==> src/common/fhc_pkg.sv <==
// constants and types shared by the host command interpreter
package fhc_pkg;
    localparam int DRV_CNT   = 4;
    localparam int PTR_CNT   = 16;
    localparam int STR_MIN   = 4;
    localparam int STR_MAX   = 9;
    // byte command numbers (upper nibble)
    localparam logic [3:0] BC_EXEC   = 4'h0;
    localparam logic [3:0] BC_LOADP  = 4'h1;
    localparam logic [3:0] BC_RESTOR = 4'h2;
    localparam logic [3:0] BC_WPSET  = 4'h3;
    localparam logic [3:0] BC_WPCLR  = 4'h4;
    // pointer defaults
    localparam logic [15:0] PTR0_DFLT = 16'h0080;
    localparam logic [11:0] PTRN_LOW  = 12'h000;
    // command string layout
    localparam logic [3:0]  IDX_CMD  = 4'h0;
    localparam logic [3:0]  IDX_STAT = 4'h1;
    localparam logic [7:0]  STAT_OK  = 8'h01;
    localparam logic [7:0]  STAT_FAIL_BIT = 8'h80;
    localparam logic [7:0]  STAT_ERR_NZ   = 8'hC1;
    localparam logic [7:0]  STAT_ERR_NODRV = 8'hC2;
    localparam logic [7:0]  STAT_ERR_MULTI = 8'hC3;
    localparam logic [7:0]  STAT_ERR_CMD   = 8'hC4;
    // boot
    localparam logic [3:0]  BOOT_DRV_MASK = 4'h1;
    localparam logic [15:0] BOOT_DEST     = 16'h0000;
    localparam logic [15:0] BOOT_LAST     = 16'h007F;
    // boot borrows the sector read string command
    localparam logic [3:0]  BOOT_CMD      = 4'h2;

    typedef enum logic [3:0] {
        FHC_IDLE  = 4'b0000,
        FHC_ADRLO = 4'b0001,
        FHC_ADRHI = 4'b0010,
        FHC_FETCH = 4'b0011,
        FHC_FWAIT = 4'b0100,
        FHC_OPER  = 4'b0101,
        FHC_OWAIT = 4'b0110,
        FHC_STAT  = 4'b0111,
        FHC_SWAIT = 4'b1000,
        FHC_BOOT  = 4'b1001,
        FHC_BWAIT = 4'b1010
    } fhc_state_e;

    // bytes a string command needs; 0 means illegal command
    function automatic logic [3:0] fhc_str_len(input logic [3:0] cmd);
        case (cmd)
            4'h0: fhc_str_len = 4'h7;
            4'h1, 4'h2: fhc_str_len = 4'h7;
            4'h3: fhc_str_len = 4'h4;
            4'h4, 4'h5: fhc_str_len = 4'h5;
            4'h9: fhc_str_len = 4'h6;
            4'h7, 4'h8: fhc_str_len = 4'h9;
            4'hA, 4'hB: fhc_str_len = 4'h7;
            default: fhc_str_len = 4'h0;
        endcase
    endfunction : fhc_str_len
endpackage : fhc_pkg

==> src/design/fhc_interpreter.sv <==
// single-port byte command interpreter with string fetch over dma
// ============================================================
// Behaviour
// - upper nibble command, lower nibble index/mask
// - command 0 executes string at pointer
// - command 1 loads pointer, low then high
// - command 2 restores selected drives
// - command 3 sets selected write protects
// - power-on clears all write protects
// - command 4 clears selected write protects
// - commands 5-15 only clear interrupt
// - reset loads pointer defaults
// - mask bit n selects drive n
// - empty drive mask starts no drive op; a string reports C2
// - fetch exactly bytes a legal command needs; an error stops after byte 1
// - command 0 fetches string then executes
// - boot reads drive 0 sector into 0-7F
// - boot error shown, boot retried
// - status zero at start; nonzero at end
// - string byte 0: command and one-hot mask
`timescale 1ns/1ns
module fhc_interpreter
    import fhc_pkg::*;
(
    input  wire logic        core_clk,
    input  wire logic        sys_rst,
    input  wire logic        port_wr,
    input  wire logic [7:0]  port_data,
    input  wire logic        boot_req,
    input  wire logic        intr_mode,
    output logic             intr_pend,
    output logic             mem_req,
    output logic             mem_we,
    output logic [15:0]      mem_addr,
    output logic [7:0]       mem_wdata,
    input  wire logic        mem_ack,
    input  wire logic [7:0]  mem_rdata,
    output logic             drv_op_go,
    output logic [3:0]       drv_op_cmd,
    output logic [3:0]       drv_op_mask,
    output logic [15:0]      drv_op_buf,
    input  wire logic        drv_op_done,
    input  wire logic [7:0]  drv_op_stat,
    output logic [3:0]       restore_req,
    output logic [3:0]       wr_protect,
    output logic [7:0]       error_code_indicator
);
    // ========================================================
    // state
    fhc_state_e       st_reg, st_next;
    logic [15:0]      ptr_reg [PTR_CNT];
    logic [3:0]       idx_reg;
    logic [7:0]       lo_reg;
    logic [15:0]      base_reg;
    logic [3:0]       cnt_reg;
    logic [3:0]       len_reg;
    logic [7:0]       sbuf_reg [STR_MAX];
    logic [7:0]       stat_reg;
    logic             boot_reg;
    logic [3:0]       restore_reg;
    logic [3:0]       wp_reg;
    logic [7:0]       err_reg;
    logic             intr_reg;
    logic             go_reg;

    // ========================================================
    // decode
    wire [3:0] bc_num  = port_data[7:4];
    wire [3:0] bc_low  = port_data[3:0];
    wire       take    = port_wr && st_reg == FHC_IDLE;
    wire       is_exec = take && bc_num == BC_EXEC;
    wire       is_load = take && bc_num == BC_LOADP;
    wire       is_rest = take && bc_num == BC_RESTOR;
    wire       is_wps  = take && bc_num == BC_WPSET;
    wire       is_wpc  = take && bc_num == BC_WPCLR;
    wire       is_nop  = take && bc_num > BC_WPCLR;
    wire [3:0] s_cmd   = sbuf_reg[IDX_CMD][7:4];
    wire [3:0] s_mask  = sbuf_reg[IDX_CMD][3:0];
    wire [3:0] s_len   = fhc_str_len(s_cmd);
    wire       one_hot = s_mask != 4'h0 && (s_mask & (s_mask - 4'h1)) == 4'h0;
    // status judged as it arrives: the buffer copy lands a cycle late
    wire [7:0] chk_err = mem_rdata != 8'h00          ? STAT_ERR_NZ
                       : s_mask == 4'h0              ? STAT_ERR_NODRV
                       : !one_hot                    ? STAT_ERR_MULTI
                       : s_len == 4'h0               ? STAT_ERR_CMD
                       : 8'h00;

    assign mem_req   = st_reg == FHC_FWAIT || st_reg == FHC_SWAIT;
    assign mem_we    = st_reg == FHC_SWAIT;
    assign mem_addr  = st_reg == FHC_SWAIT ? base_reg + {12'h000, IDX_STAT}
                     : base_reg + {12'h000, cnt_reg};
    assign mem_wdata = stat_reg;

    // ========================================================
    // sequencer
    always_comb begin
        st_next = st_reg;
        case (st_reg)
            FHC_IDLE: begin
                if (boot_reg) st_next = FHC_BOOT;
                else if (is_load) st_next = FHC_ADRLO;
                else if (is_exec) st_next = FHC_FETCH;
            end
            FHC_ADRLO: if (port_wr) st_next = FHC_ADRHI;
            FHC_ADRHI: if (port_wr) st_next = FHC_IDLE;
            FHC_FETCH: st_next = FHC_FWAIT;
            FHC_FWAIT: begin
                if (mem_ack) begin
                    if (cnt_reg == IDX_STAT && chk_err != 8'h00)
                        st_next = FHC_STAT;
                    else if (cnt_reg + 4'h1 < ((cnt_reg == IDX_STAT)
                                ? s_len : len_reg))
                        st_next = FHC_FETCH;
                    else
                        st_next = FHC_OPER;
                end
            end
            FHC_OPER:  st_next = FHC_OWAIT;
            FHC_OWAIT: if (drv_op_done) st_next = FHC_STAT;
            FHC_STAT:  st_next = FHC_SWAIT;
            FHC_SWAIT: if (mem_ack) st_next = FHC_IDLE;
            FHC_BOOT:  st_next = FHC_BWAIT;
            FHC_BWAIT: begin
                if (drv_op_done)
                    st_next = (drv_op_stat == STAT_OK) ? FHC_IDLE
                                                       : FHC_BOOT;
            end
            default:   st_next = FHC_IDLE;
        endcase
    end

    always_ff @(posedge core_clk) begin
        if (sys_rst) st_reg <= FHC_IDLE;
        else st_reg <= st_next;
    end

    // ========================================================
    // pointers, only touched by load or reset
    always_ff @(posedge core_clk) begin
        if (sys_rst) begin
            ptr_reg[0] <= PTR0_DFLT;
            for (int i = 1; i < PTR_CNT; i++)
                ptr_reg[i] <= {4'(i), PTRN_LOW};
        end else if (st_reg == FHC_ADRHI && port_wr) begin
            ptr_reg[idx_reg] <= {port_data, lo_reg};
        end
    end

    always_ff @(posedge core_clk) begin
        if (sys_rst) begin
            idx_reg <= 4'h0;
            lo_reg  <= 8'h00;
        end else begin
            if (take) idx_reg <= bc_low;
            if (st_reg == FHC_ADRLO && port_wr) lo_reg <= port_data;
        end
    end

    // ========================================================
    // string fetch and status
    always_ff @(posedge core_clk) begin
        if (sys_rst) begin
            base_reg <= 16'h0000;
            cnt_reg  <= 4'h0;
            len_reg  <= 4'h2;
            stat_reg <= 8'h00;
            go_reg   <= 1'b0;
            for (int i = 0; i < STR_MAX; i++) sbuf_reg[i] <= 8'h00;
        end else begin
            go_reg <= st_reg == FHC_OPER || st_reg == FHC_BOOT;
            if (is_exec && !boot_reg) begin
                base_reg <= ptr_reg[bc_low];
                cnt_reg  <= 4'h0;
                len_reg  <= 4'h2;
            end
            if (st_reg == FHC_FWAIT && mem_ack) begin
                sbuf_reg[cnt_reg] <= mem_rdata;
                cnt_reg <= cnt_reg + 4'h1;
                if (cnt_reg == IDX_STAT) len_reg <= s_len;
                if (cnt_reg == IDX_STAT && chk_err != 8'h00)
                    stat_reg <= chk_err;
            end
            if (st_reg == FHC_OWAIT && drv_op_done)
                stat_reg <= (drv_op_stat == 8'h00) ? STAT_OK
                          : (drv_op_stat | STAT_FAIL_BIT);
            if (st_reg == FHC_BOOT) begin
                base_reg <= BOOT_DEST;
                cnt_reg  <= 4'h0;
            end
        end
    end

    assign drv_op_go   = go_reg;
    assign drv_op_cmd  = boot_reg ? BOOT_CMD : s_cmd;
    assign drv_op_mask = boot_reg ? BOOT_DRV_MASK : s_mask;
    assign drv_op_buf  = boot_reg ? BOOT_DEST
                       : {sbuf_reg[6], sbuf_reg[5]};

    // ========================================================
    // drive controls, boot and interrupt
    always_ff @(posedge core_clk) begin
        if (sys_rst) begin
            wp_reg      <= 4'h0;
            restore_reg <= 4'h0;
            err_reg     <= 8'h00;
            boot_reg    <= 1'b0;
            intr_reg    <= 1'b0;
        end else begin
            restore_reg <= is_rest ? bc_low : 4'h0;
            if (is_wps) wp_reg <= wp_reg | bc_low;
            if (is_wpc) wp_reg <= wp_reg & ~bc_low;
            if (boot_req && st_reg == FHC_IDLE) boot_reg <= 1'b1;
            if (st_reg == FHC_BWAIT && drv_op_done) begin
                if (drv_op_stat == STAT_OK) boot_reg <= 1'b0;
                else err_reg <= drv_op_stat;
            end
            // completion set wins over a same-cycle clear
            if (intr_mode && st_reg == FHC_SWAIT && mem_ack)
                intr_reg <= 1'b1;
            else if (is_nop) intr_reg <= 1'b0;
        end
    end

    assign restore_req          = restore_reg;
    assign wr_protect           = wp_reg;
    assign error_code_indicator = err_reg;
    assign intr_pend            = intr_reg;

    // ========================================================
    // checks
    chk_load_hold: assert property (@(posedge core_clk) disable iff (sys_rst)
        st_reg == FHC_ADRLO && port_wr |=> st_reg == FHC_ADRHI)
        else $error("address byte decoded as command");
    chk_ptr_write: assert property (@(posedge core_clk) disable iff (sys_rst)
        st_reg == FHC_ADRHI && port_wr
        |=> ptr_reg[$past(idx_reg)] == {$past(port_data), $past(lo_reg)})
        else $error("pointer not loaded");
    chk_ptr_stable: assert property (@(posedge core_clk) disable iff (sys_rst)
        !(st_reg == FHC_ADRHI && port_wr) |=> $stable(ptr_reg[0]))
        else $error("pointer changed");
    chk_wp_set: assert property (@(posedge core_clk) disable iff (sys_rst)
        is_wps |=> (wr_protect & $past(bc_low)) == $past(bc_low))
        else $error("protect not set");
    chk_wp_clr: assert property (@(posedge core_clk) disable iff (sys_rst)
        is_wpc |=> (wr_protect & $past(bc_low)) == 4'h0)
        else $error("protect not cleared");
    chk_wp_reset: assert property (@(posedge core_clk)
        sys_rst |=> wr_protect == 4'h0)
        else $error("protect after reset");
    chk_restore_sel: assert property (@(posedge core_clk) disable iff (sys_rst)
        is_rest |=> restore_req == $past(bc_low))
        else $error("restore mask wrong");
    chk_exec_fetch: assert property (@(posedge core_clk) disable iff (sys_rst)
        is_exec && !boot_reg ##1 1 |=> mem_req && !mem_we
        && mem_addr == $past(base_reg))
        else $error("fetch not started");
    chk_stat_nz: assert property (@(posedge core_clk) disable iff (sys_rst)
        mem_we |-> mem_wdata != 8'h00)
        else $error("status zero on completion");
    chk_intr_clr: assert property (@(posedge core_clk) disable iff (sys_rst)
        is_nop && !(st_reg == FHC_SWAIT) |=> !intr_pend)
        else $error("interrupt not cleared");
    cov_load: cover property (@(posedge core_clk) st_reg == FHC_ADRHI && port_wr);
    cov_exec: cover property (@(posedge core_clk) mem_we && mem_ack);
    cov_boot: cover property (@(posedge core_clk) st_reg == FHC_BWAIT && drv_op_done);
endmodule : fhc_interpreter

==> config.mk <==
export PLATFORM = sky130hd
export DESIGN_NAME = fhc_interpreter
export DESIGN_NICKNAME = d
export VERILOG_FILES = /design/src/common/fhc_pkg.sv /design/src/design/fhc_interpreter.sv
export SDC_FILE = /design/constraint.sdc
export NUM_CORES = 1
export LEC_CHECK = 0
export BUFFER_PORTS_ARGS = -buffer_cell sky130_fd_sc_hd__buf_2
export CAP_MARGIN = 20
export CORE_MARGIN = 2
export CORE_UTILIZATION = 42
export DETAILED_ROUTE_END_ITERATION = 7
export MAX_ROUTING_LAYER = met4
export PLACE_DENSITY_LB_ADDON = 0.25
export SLEW_MARGIN = 20
export SYNTH_ARGS = -nofsm -noshare
export SYNTH_HDL_FRONTEND = slang
export SYNTH_SLANG_ARGS = --single-unit
==> constraint.sdc <==
create_clock -name core_clk -period 4.1 [get_ports core_clk]
set_clock_uncertainty 0.1 [all_clocks]
set_input_delay 0.205 -clock core_clk [delete_from_list [all_inputs] [get_ports core_clk]]
set_output_delay 0.205 -clock core_clk [all_outputs]
set_load 0.05 [all_outputs]
==> results of run 1 <==
worst paths after layout:
| kind | startpoint | to | slack (ns) | cells past startpoint |
|---|---|---|---|---|
| min | port_data[5] | ptr_reg[12][13]$_SDFFCE_PN0P_ | 0.03 | 2 |
| max | st_reg[0]$_SDFFE_PP0P_ | mem_addr[13] | 0.50 | 11 |
| max reg2reg | st_reg[1]$_SDFFE_PP0P_ | ptr_reg[7][10]$_SDFFCE_PN0P_ | 1.26 | 7 |
| min reg2reg | error_code_indicator[6]$_SDFFE_PP0P_ | error_code_indicator[6]$_SDFFE_PP0P_ | 0.35 | 2 |
placed cells by master, fill, tap and decap left out, types with 6 or more instances in the layout:
| master | n |
|---|---|
| xnor2_1 | 7 |
| or3_1 | 24 |
| buf_2 | 96 |
| a211oi_1 | 9 |
| o21ai_0 | 6 |
| a21oi_1 | 40 |
| clkbuf_1 | 15 |
| inv_1 | 13 |
| dfxtp_1 | 67 |
| xor2_1 | 11 |
| clkinv_2 | 6 |
| nand2b_1 | 17 |
| and2_1 | 249 |
| nor2_1 | 50 |
| nor2b_1 | 28 |
| nor3_1 | 13 |
| or2_2 | 24 |
| edfxtp_1 | 280 |
| ha_1 | 11 |
| clkbuf_16 | 41 |
| nand3_1 | 28 |
| mux4_2 | 80 |
| buf_4 | 27 |
| dlygate4sd3_1 | 21 |
| mux2i_1 | 15 |
| nand2_1 | 70 |
cell usage after synthesis (9+ instances only):
| library cell | count |
|---|---|
| buf_2 | 13 |
| xor2_1 | 11 |
| and2_1 | 249 |
| mux4_2 | 80 |
| nor2b_1 | 28 |
| dfxtp_1 | 67 |
| clkbuf_1 | 78 |
| a21oi_1 | 40 |
| inv_1 | 13 |
| ha_1 | 11 |
| or3_1 | 24 |
| edfxtp_1 | 280 |
| nand3_1 | 28 |
| nand2b_1 | 17 |
| nor2_1 | 50 |
| or2_2 | 24 |
| nor3_1 | 14 |
| mux2i_1 | 15 |
| nand2_1 | 70 |
| a211oi_1 | 9 |
cell families (layout without fill, tap and decap cells):
logic type	after synthesis	count (layout)	share of synthesized area [%]
simple gates	555	555	19.8
compound gates	98	98	3.93
buf+inv	112	233	2.98
xor+xnor	18	18	0.960
mux	95	95	11.9
flops	347	347	59.4
fa+ha+maj	13	13	1.02
per-stage QoR:
step | instances | util (%) | power, mW | worst slack [ns] | area, um^2
2_1_floorplan | 1238 | - | 4.93 | 0.123 | 16400
3_3_place_gp | 1783 | 45.0 | 5.22 | 1.08 | 17400
3_5_place_dp | 1783 | 45.0 | 5.24 | 1.04 | 17400
4_1_cts | 1877 | 48.9 | 8.74 | 0.429 | 18900
5_1_grt | 1877 | 48.9 | 8.98 | 0.272 | 18900
6_report | 1877 | 48.9 | 8.68 | 0.496 | 18900
final cells by class:
cell class | instances | area [um^2] | area share (%)
sequential | 347 | 9750 | 51.6
multi-input combinational | 779 | 6190 | 32.8
clock buffer | 60 | 1140 | 6.02
timing repair buffer | 147 | 953 | 5.05
tap | 518 | 648 | 3.43
clock inverter | 13 | 155 | 0.821
inverter | 13 | 48.8 | 0.258
per-layer routing:
metal / up-vias / wire length [um] / share of wire (%) / GRT usage (%)
li1: 4698 / - / - / -
met1: 5083 / 17500 / 44 / 27.9
met2: 322 / 18900 / 48 / 31.5
met4: 0 / 590 / 1.5 / 4.94
met5: - / 0 / 0 / -
met3: 39 / 2530 / 6.4 / 3.66
power by group:
group | leakage (nW) | switching (mW) | internal, mW
Clock | 0.624 | 1.44 | 2.06
Sequential | 3.32 | 0.0943 | 3.94
Combinational | 3.00 | 0.737 | 0.408
Total | 6.94 | 2.27 | 6.40
timing repair:
item                                   CTS  global route
hold buffers                            21             0
endpoints found under the hold margin   49             0
gates resized for setup                  0             0
==> reports/summary.txt, run 1 <==
Status - completed
H-tree Lvls - 2
Syn Std Cell Area - 16400 um^2
Unrepaired setup endpoints after global routing - false
CTS tree - yes
Number of enable flip-flop cells after synthesis - 280
Synth top area share - 51.2%
PD cells - 459 nW/um^2
#FFs+latches synth - 347
Vias in the first global route - 10000
Critical path peak fanout - 6
Die area - 40700 um^2
Via density - 5.40
CTS clock-pin slew for the worst setup and hold paths - 0.06 ns
Initial antenna violation count - 3
Nature of the critical path endpoint - primary output
Largest net degree at the start of global routing - 59
Layout cell share with drive strength beyond 1 - 22.4%
Initial Util - 42.5%
Inserted Clock Buffers - 40
Clock tree buffer depth - 3
HPWL Detailed - 25.7 mm
Routed WL - 39.6 mm
Final #Nets - 1371
Slowest stage delay, CP - 0.48 ns
Max reg flops - 256
HP Class - primary input to flop
Die Y - 202 um
Fill cells - 3313
Top delay family on crit path - simple AND/OR/NAND/NOR gates
Core footprint - 38600 um^2
Max Cap Viol - 0
Grt ovf - 0
GRT Total Usage - 20.3%
Yosys cell types - 71
CTS root buf - clkbuf_16
Tightest Pin Transition - 0.901 ns
Worst Path Arrival - 3.30 ns
Period utilisation layout - 87.9%
Worst path bufs/invs - 2
GPL Wtd Cong - 0.849
Worst Setup Path Type - flop to primary output
TritonRoute pass-1 iters - 5
Synth Instances - 1238
Clock Latency Late Sink - 0.57 ns
Final Hold Violating Endpoints - 0
Critical Path, Cell by Cell - nand2b_1, nor3_2, nand2b_1, inv_1, ha_1, a21o_1, a21o_1, a21oi_1, nor3_1, xor2_1, buf_2
Critical path startpoint category - flop
Post-synth top area cell - edfxtp_1
Post-synthesis sequential area ratio - 59.4%
Die width - 202 um
VDD IR max - 0.000258 V
Synth-to-Final Area Change - 15.1%
DRC viols - 0
Post-DRT Antenna Nets - 0
Worst-case hold slack - 0.0322 ns
Syn Nets - 1281
Ys Warns - 0
Final worst path period need - 3.60 ns
Rel. slew slack - 39.9%
FFs w/ async S/R, synth - 0%
Leakage - 6.94 nW
Top post-synthesis cells by area - edfxtp_1, mux4_2, and2_1
Slew Limit Fails - 0
Post-CTS setup buffers - 0
I/O pin count - 99
Top_reg_cell synth - edfxtp_1
Fmax - 277 MHz
Setup TNS - 0 ns
TritonCTS Sinks - 347
Antenna diodes - 0
Count of buffers from port buffering - 98
Rows - 72
DRT iter0 DRCs - 848
Global-route wire length before repair - 61.0 mm
Slowest CP cell - a21oi_1
WL/cell - 21.1 um
WP data required - 3.80 ns
Mean Syn Cell Area - 13.3 um^2
Setup violators final - 0
Routed vias - 10100
No activity file was read; power rests on OpenSTA's default activity.
==> inputs of run 2 (changes only) <==
- ABC_AREA: default -> 1
==> run 2 against run 1 <==
Effect of this change:
- sequential power barely moved
- flip-flop and latch count did not move
- synthesized cell count rose by 30%
- sequential share of layout area rose by 2.5 points
- final cell count rose by 19%
- critical path depth rose by 5
- final area fell by 4.5%
- largest cell class unchanged
==> reports/summary.txt, run 2 <==
Top post-synthesis cells by area - edfxtp_1, nor2_1, dfxtp_1
Crit. Startpoint - st_reg[1]$_SDFFE_PP0P_
CTS clock-pin slew for the worst setup and hold paths - 0.06 ns (about the same)
Most frequent cells in the layout - nor2_1, edfxtp_1, o21ai_0, nand2_1, inv_1
Leakage - 6.68 nW (-3.7%)
Rel. slew slack - 29.4% (-11 points)
Rows - 71 (-1.4%)
DRC viols - 0 (unchanged)
Finished Layout Cells - 2232 (+19%)
Post-CTS setup buffers - 0 (unchanged)
Number of enable flip-flop cells after synthesis - 280 (unchanged)
WHS Path Cells - 5 (+3)
RR Startpoint - st_reg[3]$_SDFFE_PP0P_
Initial antenna violation count - 0 (-3)
HP Class - primary input to flop
WL/cell - 19.1 um (-9.6%)
Commonest non-fill, non-tap cell in the layout - nor2_1
Commonest cells in the synthesized netlist - nor2_1, edfxtp_1, o21ai_0
Syn Nets - 1658 (+29%)
PD cells - 466 nW/um^2 (+1.5%)
Synth-to-Final Area Change - 13.9%
Worst Setup Path Type - flop to primary output
TritonCTS Sinks - 347 (unchanged)
Vias in the first global route - 11500 (+14%)
Most frequent cell after synthesis - nor2_1
Period utilisation layout - 92.1% (+4.2 points)
Max reg flops - 256 (unchanged)
Layout cell share with drive strength beyond 1 - 12.6% (-9.8 points)
Inserted Clock Buffers - 38 (-5.0%)
Yosys cell types - 45 (-37%)
Synth Instances - 1615 (+30%)
Post-synth top area cell - edfxtp_1
Critical path peak fanout - 6 (unchanged)
Syn Std Cell Area - 15800 um^2 (-3.5%)
Largest net degree at the start of global routing - 81 (+37%)
Clock Latency Late Sink - 0.53 ns (-0.04 ns)
Unrepaired setup endpoints after global routing - false
Antenna diodes - 0 (unchanged)
Worst-case reg-to-reg path depth - 9 (+2)
Ys Warns - 0 (unchanged)
Worst R2R Setup Slack - 1.36 ns (+0.10 ns)
Terminus of the critical flop-to-flop path - ptr_reg[14][8]$_SDFFCE_PN0P_
Initial Util - 42.3% (-0.14 points)
Status - completed
Top_reg_cell synth - edfxtp_1
Setup violators final - 0 (unchanged)
Register area - 9750 um^2 (unchanged)
DRT iter0 DRCs - 1192 (+41%)
Post-DRT Antenna Nets - 0 (unchanged)
Setup TNS - 0 ns (unchanged)
Die area - 39300 um^2 (-3.5%)
#FFs+latches synth - 347 (unchanged)
Hold path startpoint - drv_op_done
Grt ovf - 0 (unchanged)
TritonRoute pass-1 iters - 5 (unchanged)
Slew Limit Fails - 0 (unchanged)
Routed vias - 12000 (+18%)
Die Y - 198 um (-1.8%)
Tightest Pin Transition - 1.06 ns (+0.157 ns)
Final worst path period need - 3.78 ns (+0.173 ns)
VDD IR max - 0.000333 V (+29%)
Design area - 18000 um^2 (-4.5%)
Die width - 198 um (-1.8%)
Synth top area share - 53.1% (+1.9 points)
WP data required - 3.80 ns (about the same)
Fmax - 265 MHz (-4.6%)
Area post-placement - 16600 um^2 (-4.3%)
CTS root buf - clkbuf_16
CTS tree - yes
GRT Total Usage - 22.5% (+2.2 points)
HPWL Detailed - 26.8 mm (+4.0%)
Core footprint - 37400 um^2 (-3.2%)
GPL Wtd Cong - 0.890 (+4.9%)
Multi-input logic area - 5100 um^2 (-18%)
Max Cap Viol - 0 (unchanged)
Placed insts - 2139 (+20%)
Via density - 5.36 (-0.83%)
Final #Nets - 1735 (+27%)
Mean Syn Cell Area - 9.81 um^2 (-26%)
Count of buffers from port buffering - 98 (unchanged)
Global-route wire length before repair - 65.6 mm (+7.6%)
Final Hold Violating Endpoints - 0 (unchanged)
Fill cells - 3471 (+4.8%)
I/O pin count - 99 (unchanged)
Critical path startpoint category - flop
Routed WL - 42.5 mm (+7.5%)
Post-synthesis sequential area ratio - 61.6% (+2.2 points)
Hold EP - mem_wdata[3]$_SDFFE_PP0P_
Worst Path Arrival - 3.47 ns (+0.17 ns)
Nature of the critical path endpoint - primary output
FFs w/ async S/R, synth - 0% (unchanged)
H-tree Lvls - 2 (unchanged)
Clock tree buffer depth - 3 (unchanged)
## run 2: layout make-up
class	count	share of cell area, %
sequential	347	54.1
tap	511	3.55
inverter	138	2.90
timing repair buffer	137	4.83
clock inverter	16	0.569
clock buffer	53	5.82
multi-input combinational	1030	28.3
## run 2: cells by family (layout without fill, tap and decap cells)
family	count (synthesis)	after routing	synth area share [%]
AOI/OAI and AO/OA	315	315	12.1
xor gates and xnor gates	16	16	0.885
adders and majority gates	12	12	0.996
buffers and inverters	238	344	6.27
DFF	347	347	61.6
and+or+nand+nor	687	687	18.2
## run 2: timing repair
item / 4_1_cts / 5_1_grt
hold buffers: 24 / 0
resized for setup: 0 / 0
hold endpoints to repair: 45 / 0
## run 2: through the flow
stage | util [%] | worst slack, ns | power, mW | hold WS (ns)
after detailed placement | 44.5 | 0.851 | 5.24 | 0.361
after global placement | 44.5 | 0.922 | 5.22 | 0.350
after CTS | 48.2 | 0.288 | 8.44 | 0.0405
after floorplan | - | 0.318 | 4.88 | 0.240
after global routing | 48.2 | 0.00803 | 8.69 | 0.0728
final | 48.2 | 0.322 | 8.41 | 0.0540
## run 2: per-layer routing
layer	GRT usage, %	share of wire, %	up-vias
met4	7.83	3.3	0
met5	-	0	-
met3	3.56	6.2	67
li1	-	-	5683
met1	30.3	44	5821
met2	34.8	47	389
## run 2: worst max path at each step
stage | to | cells past startpoint
final | mem_addr[14] | 16
after global routing | mem_addr[14] | 16
after CTS | mem_addr[14] | 16
after detailed placement | mem_addr[14] | 16
after global placement | mem_addr[14] | 16
after floorplan | mem_addr[14] | 15
## run 2: report_power, final
group / leakage (nW) / switching, mW / total (mW) / internal, mW
registers: 3.32 / 0.0830 / 4.03 / 3.95
clock network: 0.564 / 1.37 / 3.22 / 1.85
logic: 2.80 / 0.902 / 1.16 / 0.259
## run 2: worst max-delay path, stage by stage, from the launching register on
cell and delay [ns]:
dfxtp_1 0.33, nor2_1 0.12, inv_1 0.10, nor2_2 0.20, inv_1 0.10, nand2_1 0.07
ha_1 0.16, inv_1 0.06, fa_1 0.42, nand3b_1 0.17, and2_1 0.19, inv_1 0.06
nand2_1 0.07, nor3_1 0.31, nand4_1 0.16, xor2_1 0.16, buf_2 0.28
